[src/verilog/asr_defs.svh]
// timing and pin-level constants for the static ram host controller
`ifndef ASR_DEFS_SVH
`define ASR_DEFS_SVH
// clock period in picoseconds (40 mhz)
`define ASR_CLK_PS 25000
// read cycle and address access time, ns
`define ASR_T_RC_NS 100
// write data setup to write end, ns
`define ASR_T_SD_NS 60
// address setup to write end and write pulse width, ns
`define ASR_T_AW_NS 80
// least time from one access end to the next, ns
`define ASR_T_GAP_NS 25
// cycle counts: least times round up
`define ASR_RD_CYC ((`ASR_T_RC_NS*1000+`ASR_CLK_PS-1)/`ASR_CLK_PS)
`define ASR_WR_CYC ((`ASR_T_AW_NS*1000+`ASR_CLK_PS-1)/`ASR_CLK_PS)
`define ASR_SD_CYC ((`ASR_T_SD_NS*1000+`ASR_CLK_PS-1)/`ASR_CLK_PS)
`define ASR_GAP_CYC ((`ASR_T_GAP_NS*1000+`ASR_CLK_PS-1)/`ASR_CLK_PS)
// inactive level of an active-low strobe
`define ASR_OFF 1'b1
`define ASR_ON 1'b0
`endif

[src/verilog/asr_pkg.sv]
// types for the static ram host controller
`default_nettype none
package asr_pkg;
   // controller sequence states
   typedef enum logic [2:0] {
      ASR_IDLE = 3'b000,
      ASR_RD = 3'b001,
      ASR_WR = 3'b010,
      ASR_WEND = 3'b011,
      ASR_GAP = 3'b100
   } asr_state_e;
endpackage
`default_nettype wire
[src/verilog/asr_host.sv]
// host controller that drives a 64k x 16 asynchronous static ram
`timescale 1ns/100ps
`default_nettype none
`include "asr_defs.svh"
module asr_host #(
   parameter int ADDR_W = 16, // word address width
   parameter int DATA_W = 16, // data width
   parameter int RD_CYC = `ASR_RD_CYC, // read access cycles
   parameter int WR_CYC = `ASR_WR_CYC, // write pulse cycles
   parameter int SD_CYC = `ASR_SD_CYC, // data setup cycles
   parameter int GAP_CYC = `ASR_GAP_CYC // idle cycles between accesses
) (
   input wire logic mclk,
   input wire logic reset,
   // user request side
   input wire logic req_valid,
   output logic req_ready,
   input wire logic req_write,
   input wire logic [ADDR_W-1:0] req_addr,
   input wire logic [DATA_W-1:0] req_wdata,
   input wire logic [1:0] req_lanes,
   output logic rsp_valid,
   output logic [DATA_W-1:0] rsp_rdata,
   // memory pins
   output logic [ADDR_W-1:0] word_address,
   output logic chip_select_n,
   output logic output_enable_n,
   output logic write_enable_n,
   output logic low_byte_enable_n,
   output logic high_byte_enable_n,
   input wire logic [DATA_W-1:0] shared_data_bus_in,
   output logic [DATA_W-1:0] shared_data_bus_out,
   output logic [DATA_W-1:0] shared_data_bus_oe
);
   localparam int HALF = DATA_W / 2; // width of one byte lane
   localparam int CNT_W = 8; // width of the cycle counter
   // the write pulse must cover both the address and the data setup,
   // so the longer of the two counts sets its length
   localparam int WR_HOLD = (WR_CYC > SD_CYC) ? WR_CYC : SD_CYC;
   // limitation: every count must fit in CNT_W bits, 255 at most

   asr_pkg::asr_state_e state, next_state; // sequence state
   logic [CNT_W-1:0] cnt, next_cnt; // cycles left in this phase
   logic [ADDR_W-1:0] next_word_address; // address to present
   logic [DATA_W-1:0] wdata, next_wdata; // held write data
   logic [1:0] lanes, next_lanes; // held lane enables, bit0 low lane
   logic cs_n, next_cs_n; // registered chip select
   logic oe_n, next_oe_n; // registered output enable
   logic we_n, next_we_n; // registered write enable
   logic drive, next_drive; // host drives the data bus
   logic next_rsp_valid; // read answer pulse
   logic [DATA_W-1:0] next_rsp_rdata; // captured read word

   // ready only while idle: one access at a time
   // a request with no lane set is still taken, as ready ignores the lanes,
   // but starts no access: the memory stays in standby and a read gets no answer
   assign req_ready = (state == asr_pkg::ASR_IDLE);

   // pins come straight from flip-flops
   // registered strobes cannot glitch, so no write starts by accident
   assign chip_select_n = cs_n;
   assign output_enable_n = oe_n;
   assign write_enable_n = we_n;
   // lane strobes follow select so an idle bus sits in standby
   assign low_byte_enable_n = ~lanes[0];
   assign high_byte_enable_n = ~lanes[1];
   assign shared_data_bus_out = wdata;

   // lane-wise output enables, one per bit
   // a write drives only the lanes it stores; the other lane stays free
   genvar gi;
   generate
      for (gi = 0; gi < DATA_W; gi++) begin : g_oe
         // host drives a lane only while writing it
         assign shared_data_bus_oe[gi] = drive & lanes[gi / HALF];
      end
   endgenerate

   // next-state logic of the access sequencer
   always_comb begin
      next_state = state;
      next_cnt = cnt;
      next_word_address = word_address;
      next_wdata = wdata;
      next_lanes = lanes;
      next_cs_n = cs_n;
      next_oe_n = oe_n;
      next_we_n = we_n;
      next_drive = drive;
      next_rsp_valid = 1'b0;
      next_rsp_rdata = rsp_rdata;
      unique case (state)
         asr_pkg::ASR_IDLE: begin
            // address and select leave together
            if (req_valid && req_lanes != 2'b00) begin
               next_word_address = req_addr;
               next_lanes = req_lanes;
               next_wdata = req_wdata;
               next_cs_n = `ASR_ON;
               if (req_write) begin
                  // write enable low with data driven
                  next_we_n = `ASR_ON;
                  next_oe_n = `ASR_OFF; // bus free for write data
                  next_drive = 1'b1;
                  next_cnt = CNT_W'(WR_HOLD);
                  next_state = asr_pkg::ASR_WR;
               end else begin
                  // read keeps write enable high
                  next_we_n = `ASR_OFF;
                  next_oe_n = `ASR_ON;
                  next_drive = 1'b0;
                  next_cnt = CNT_W'(RD_CYC);
                  next_state = asr_pkg::ASR_RD;
               end
            end
         end
         asr_pkg::ASR_RD: begin
            // wait full access time then sample
            // select and output enable stay low up to the sample edge,
            // so the bus never floats while the word is taken
            if (cnt <= 8'h01) begin
               next_rsp_rdata = shared_data_bus_in;
               next_rsp_valid = 1'b1;
               // release bus by select and output enable
               next_cs_n = `ASR_OFF;
               next_oe_n = `ASR_OFF;
               next_lanes = 2'b00;
               next_cnt = CNT_W'(GAP_CYC);
               next_state = asr_pkg::ASR_GAP;
            end else begin
               next_cnt = cnt - 8'h01;
            end
         end
         asr_pkg::ASR_WR: begin
            // address and data held for the whole pulse
            if (cnt <= 8'h01) begin
               // write enable rising ends the write
               next_we_n = `ASR_OFF;
               next_state = asr_pkg::ASR_WEND;
            end else begin
               next_cnt = cnt - 8'h01;
            end
         end
         asr_pkg::ASR_WEND: begin
            // data held one cycle past the end, address may move
            // select rises a cycle after write enable, so the write always
            // ends on write enable and the data hold is a full cycle
            next_cs_n = `ASR_OFF;
            next_lanes = 2'b00;
            next_drive = 1'b0;
            next_cnt = CNT_W'(GAP_CYC);
            next_state = asr_pkg::ASR_GAP;
         end
         asr_pkg::ASR_GAP: begin
            // idle spacing before the next access
            // lets the memory release its outputs before a new select
            if (cnt <= 8'h01) begin
               next_state = asr_pkg::ASR_IDLE;
            end else begin
               next_cnt = cnt - 8'h01;
            end
         end
         default: begin
            // illegal code: back to a safe idle
            // codes above the gap state are never reached in normal running
            next_state = asr_pkg::ASR_IDLE;
            next_cs_n = `ASR_OFF;
            next_we_n = `ASR_OFF;
            next_oe_n = `ASR_OFF;
            next_drive = 1'b0;
            next_lanes = 2'b00;
         end
      endcase
   end

   // registers of the access sequencer
   // synchronous reset puts every strobe high: the memory sits in standby
   always_ff @(posedge mclk) begin
      if (reset) begin
         state <= asr_pkg::ASR_IDLE;
         cnt <= 8'h00;
         word_address <= '0;
         wdata <= '0;
         lanes <= 2'b00;
         cs_n <= `ASR_OFF; // standby from reset
         oe_n <= `ASR_OFF;
         we_n <= `ASR_OFF;
         drive <= 1'b0;
         rsp_valid <= 1'b0;
         rsp_rdata <= '0;
      end else begin
         state <= next_state;
         cnt <= next_cnt;
         word_address <= next_word_address;
         wdata <= next_wdata;
         lanes <= next_lanes;
         cs_n <= next_cs_n;
         oe_n <= next_oe_n;
         we_n <= next_we_n;
         drive <= next_drive;
         rsp_valid <= next_rsp_valid;
         rsp_rdata <= next_rsp_rdata;
      end
   end
endmodule // asr_host
`default_nettype wire

[config.mk]
export PLATFORM = sky130hd
export DESIGN_NAME = asr_host
export DESIGN_NICKNAME = d
export VERILOG_FILES = /design/src/verilog/asr_pkg.sv /design/src/verilog/asr_host.sv
export VERILOG_INCLUDE_DIRS = /design/src /design/src/verilog
export SDC_FILE = /design/constraint.sdc
export NUM_CORES = 1
export LEC_CHECK = 0
export BUFFER_PORTS_ARGS = -buffer_cell sky130_fd_sc_hd__buf_2
export CAP_MARGIN = 10
export CORE_MARGIN = 5
export CORE_UTILIZATION = 47
export CTS_CLUSTER_DIAMETER = 80
export DETAILED_ROUTE_END_ITERATION = 10
export PLACE_DENSITY = 0.85
export REMOVE_ABC_BUFFERS = 1
export SLEW_MARGIN = 0
export SYNTH_ARGS = -nofsm -noshare
export SYNTH_HDL_FRONTEND = slang
export SYNTH_SLANG_ARGS = --single-unit
[constraint.sdc]
create_clock -name mclk -period 2.87 [get_ports mclk]
set_input_delay 0.574 -clock mclk [delete_from_list [all_inputs] [get_ports mclk]]
set_output_delay 0.574 -clock mclk [all_outputs]
set_load 0.05 [all_outputs]
---- After elaboration in Yosys (flattened, before gate mapping) ----
Index checks and enable logic that the tools add are counted.
cells by class
  add/sub/neg operators ................... 1
  order comparisons ....................... 1
  equality and inequality tests ........... 9
  mux-type cells .......................... 24
  bitwise gates (word level) .............. 9
  reductions and logical operators ........ 17
operator list
  kind                   number
  $pmux W8 S4            1
  $mux W8                3
  $pmux W3 S5            1
  $mux W3                4
  $reduce_and A3 Y1      4
  $pmux W1 S3            3
  $reduce_or A3 Y1       3
  $le A8 B1 Y1 const B   1
  $ne A2 B2 Y1 const B   4
  $sub A8 B1 Y8 const B  1
  $mux W1                7
  $not A1 Y1             7
  $eq A3 B2 Y1 const B   2
  $mux W2                3
  $pmux W2 S3            1
  $reduce_and A2 Y1      3
  $reduce_and A4 Y1      1
  $reduce_bool A4 Y1     1
  $reduce_or A2 Y1       2
  $eq A3 B1 Y1 const B   1
  $eq A3 B3 Y1 const B   1
  $logic_not A3 Y1       1
  $and A1 B1 Y1          2
  $ne A2 B1 Y1 const B   1
  3 further kinds        3
word-level totals
  register bits ........................... 66
  input bits .............................. 54
  output and inout port bits .............. 71

---- Logic depth before layout (Yosys ltp) ----
  depth after elaboration ................. 4
  gate-level depth with buffers ........... 8
  mapped depth without buffers ............ 7

---- Least setup slack after synthesis ----
No wires, ideal clock.
  path kind ............................... register to register
  start ................................... reg cnt[2]
  end ..................................... reg rsp_rdata[10]
  arrival ................................. 2.178 ns
  required time ........................... 2.746 ns
  path slack .............................. 0.567 ns
  stages on the path, launching flop included .. 8
  buffers on the path ..................... 2
  cells stage by stage .................... dfxtp_1 -> or4_1 -> clkbuf_2 -> or3_4 -> nor3_4 -> buf_12 -> mux2i_1 -> nor2_1
on the way
  cells in the longest elaborated chain, start to end .. 2
ends and longest elaborated chain
  element                             line             source
  start: declaration                  asr_host.sv:43   logic [CNT_W-1:0] cnt, next_cnt;
  start signal: assignment            asr_host.sv:193  cnt <= next_cnt;
  $le A8 B1 Y1                        asr_host.sv:121  if (cnt <= 8'h01) begin
  $reduce_and A2 Y1 (no source line)  n/a
  end signal: assignment              asr_host.sv:202  rsp_rdata <= next_rsp_rdata;
  end: declaration                    asr_host.sv:23   output logic [DATA_W-1:0] rsp_rdata,
No other way between the ends.
A chain may end at the register's enable or synchronous reset.

---- Worst setup path after layout ----
  start ................................... reg cnt[0]
  end ..................................... reg cnt[5]
on the way
  cells in the longest elaborated chain, start to end .. 3
ends and longest elaborated chain
  element                                                  line
  $sub A8 B1 Y8 / $le A8 B1 Y1 (equally long branches)     n/a
  $mux W8 (tied with other cells)                          asr_host.sv:136, asr_host.sv:157
  $pmux W8 S4 / $reduce_and A3 Y1 (equally long branches)  n/a
Several ways; a longest one is shown, not always the timed one. The select of a mux whose other input is x is not followed.

==> qor.txt <==
Ports: 125
Final non-filler cell total: 536
Top FF cell, synth: dfxtp_1
Input/output buffers: 124
Initial DRT Pass Iterations: 4
Post-route DRC: 0
DP Wirelength: 5.010 mm
Final Max Slew Viols: 0
Gr usage total: 16.97%
Area grow syn2layout: 26.53%
Area leader, netlist: dfxtp_1
Seq/Total Area, Yosys: 45.77%
Worst Path Max Fanout: 7
Post-synthesis cell count: 350
Ys async rst share: 0%
Area contributors post-synth: dfxtp_1, nand2_1, a21oi_1
Max cap viols: 0
Most numerous cell in the Yosys netlist: nand2_1
Clock Sinks: 66
First-pass GRT wire length: 10.59 mm
Core Area: 5956 um2
Worst Tran Pin Value: 764.4 ps
Total CTS buffers: 9
Post-CTS Hold Buffers: 0
Number of gates resized after CTS: 0
Power Density: 1023 nW/um2
CTS tree: done
Initial core utilization: 48.47%
Post-CTS setup buffers: 0
Worst Hold Class: register to register
Final Critical Period: 2457 ps
CP required: 3150 ps
Fillcell total: 529
Met3 usage: 6.425%
Worst hold margin: 451.0 ps
Setup WS pre-CTS: 432.2 ps
Unrepaired setup endpoints after global routing: false
Vias: 2724
Initial DRC count: 220
Max IR drop VDD: 462.4 uV
Fin worst setup slack: 413.1 ps
Syn_area_per_cell: 8.247 um2
Critical Path Start: cnt[0]$_SDFFE_PP0P_
Die W: 88.37 um
Hold Fails Final Rpt: 0
Met1 global-route usage: 18.62%
Bufs on Longest Clock Path: 2
N_diodes: 0
Min-delay src: word_address[6]$_SDFFE_PP0P_
Vias in the first global route: 2472
Yosys warnings: 0
Clk slew on worst S/H paths: 70 ps
Latest clock arrival within the worst-skew pair: 340 ps
Crit path capture type: register
Synth top area share: 45.77%
Final Skew: 12.03 ps
Post-synth top cells: nand2_1, dfxtp_1, a21oi_1
Pleak: 1.674 nW
Post-layout util: 61.32%
Vias per cell: 5.082
Worst EP arrival: 2730 ps
Tcrit/Tclk final: 85.61%
Largest net degree at the start of global routing: 65
Highest Clock Rate: 0.4070 GHz
Routed WL per cell: 12.98 um
Synth cell types: 49
Slew Limit Headroom: 48.92%
Post-Place Cell Area: 3426 um2
Routability cong.: 0.8939
H-tree levels: 3
Synthesis-stage register bit count: 66
Crit start category: register
Critical path class: register to register
GR peak layer: met2
Row cnt: 28
Die Area: 7808 um2
Design area: 3652 um2
Post-route ant nets: 0
Routed WL: 6.955 mm
Status: completed
Placed Instances: 520
M2 GR Usage: 29.44%
Area of the mapped netlist: 2887 um2
Total gr overflow: 0
Nets: 512
R2R Path Start: cnt[0]$_SDFFE_PP0P_
Share of cells above drive strength 1: 33.19%
Final setup viols: 0
Initial antenna violation count: 0
Number of enable flip-flop cells after synthesis: 0
Clock Root Buffer: clkbuf_8
Die height: 88.37 um
-- final cells by class --
type / count / area [um2] / area share [%]
timing repair buffer: 131 / 673.1 / 18.43
tap: 75 / 93.84 / 2.569
clock buffer: 10 / 137.6 / 3.768
inverter: 11 / 41.29 / 1.131
clock inverter: 6 / 88.84 / 2.432
multi-input combinational: 237 / 1296 / 35.49
sequential: 66 / 1321 / 36.18
-- power by group --
part / switching (mW) / leakage [nW] / total, mW / internal [mW]
combinational: 1.12 / 1.03 / 1.65 / 0.530
sequential: 0.126 / 0.539 / 1.21 / 1.09
clock: 0.362 / 0.109 / 0.876 / 0.514
-- routing by layer --
metal / vias up / wire length [um]
met5: - / 0
met4: 0 / 76
met3: 6 / 623
met2: 104 / 3330
met1: 1236 / 2924
li1: 1378 / -
-- final timing paths --
check                                                     to  slack, ps  cells past startpoint
worst max-delay path                     cnt[5]$_SDFFE_PP0P_        410                      7
worst min-delay path            word_address[6]$_SDFFE_PP0P_        450                      2
worst max register to register           cnt[5]$_SDFFE_PP0P_        410                      7
worst min register to register  word_address[6]$_SDFFE_PP0P_        450                      2
-- critical path: stages (launching register included) --
cell and delay [ps]:
dfxtp_1 440, inv_1 70, ha_1 300, o21bai_4 220
o31ai_1 150, a211oi_1 510, or4b_2 630, nand2_1 80
-- cells in the final DEF, fill, tap and decap left out, types with 2 or more instances in the layout --
cell / instances
o31ai_1: 2
nor3_1: 4
nor2b_1: 3
nand2_1: 78
nor4_1: 3
buf_4: 7
a21oi_1: 49
o41ai_1: 2
and2_1: 2
nor2_1: 27
buf_2: 124
bufinv_16: 2
ha_1: 2
mux2i_1: 19
clkinvlp_4: 2
dfxtp_1: 66
inv_1: 11
or3_1: 3
nor3b_1: 2
nand2b_1: 2
clkbuf_8: 10
o21ai_0: 14
nand3b_1: 2
-- flip-flops by register name, summed over array words and instances (netlist names) --
| name | count |
|---|---|
| chip_select_n | 1 |
| cnt | 8 |
| drive | 1 |
| lanes | 2 |
| output_enable_n | 1 |
| rsp_rdata | 16 |
| rsp_valid | 1 |
| shared_data_bus_out | 16 |
| state | 3 |
| word_address | 16 |
| write_enable_n | 1 |
-- cells by family (layout without fill, tap and decap cells) --
| logic type | count (synthesis) | count (layout) | share of synthesized area [%] |
|---|---|---|---|
| flip-flops | 66 | 66 | 45.77 |
| buffers and inverters | 47 | 158 | 9.406 |
| adder cells (fa/ha/maj) | 2 | 2 | 0.8668 |
| XOR/XNOR | 1 | 1 | 0.3035 |
| AO/OA/AOI/OAI | 82 | 82 | 16.78 |
| multiplexers | 19 | 19 | 6.589 |
| AND/OR/NAND/NOR | 133 | 133 | 20.29 |
-- per-stage QoR --
step	TNS (ps)	power, mW
2_1_floorplan	-12130	2.445
3_3_place_gp	0	2.832
3_5_place_dp	0	2.868
4_1_cts	0	3.761
5_1_grt	0	3.953
6_report	0	3.736
Power figures use the tool's default switching activity.
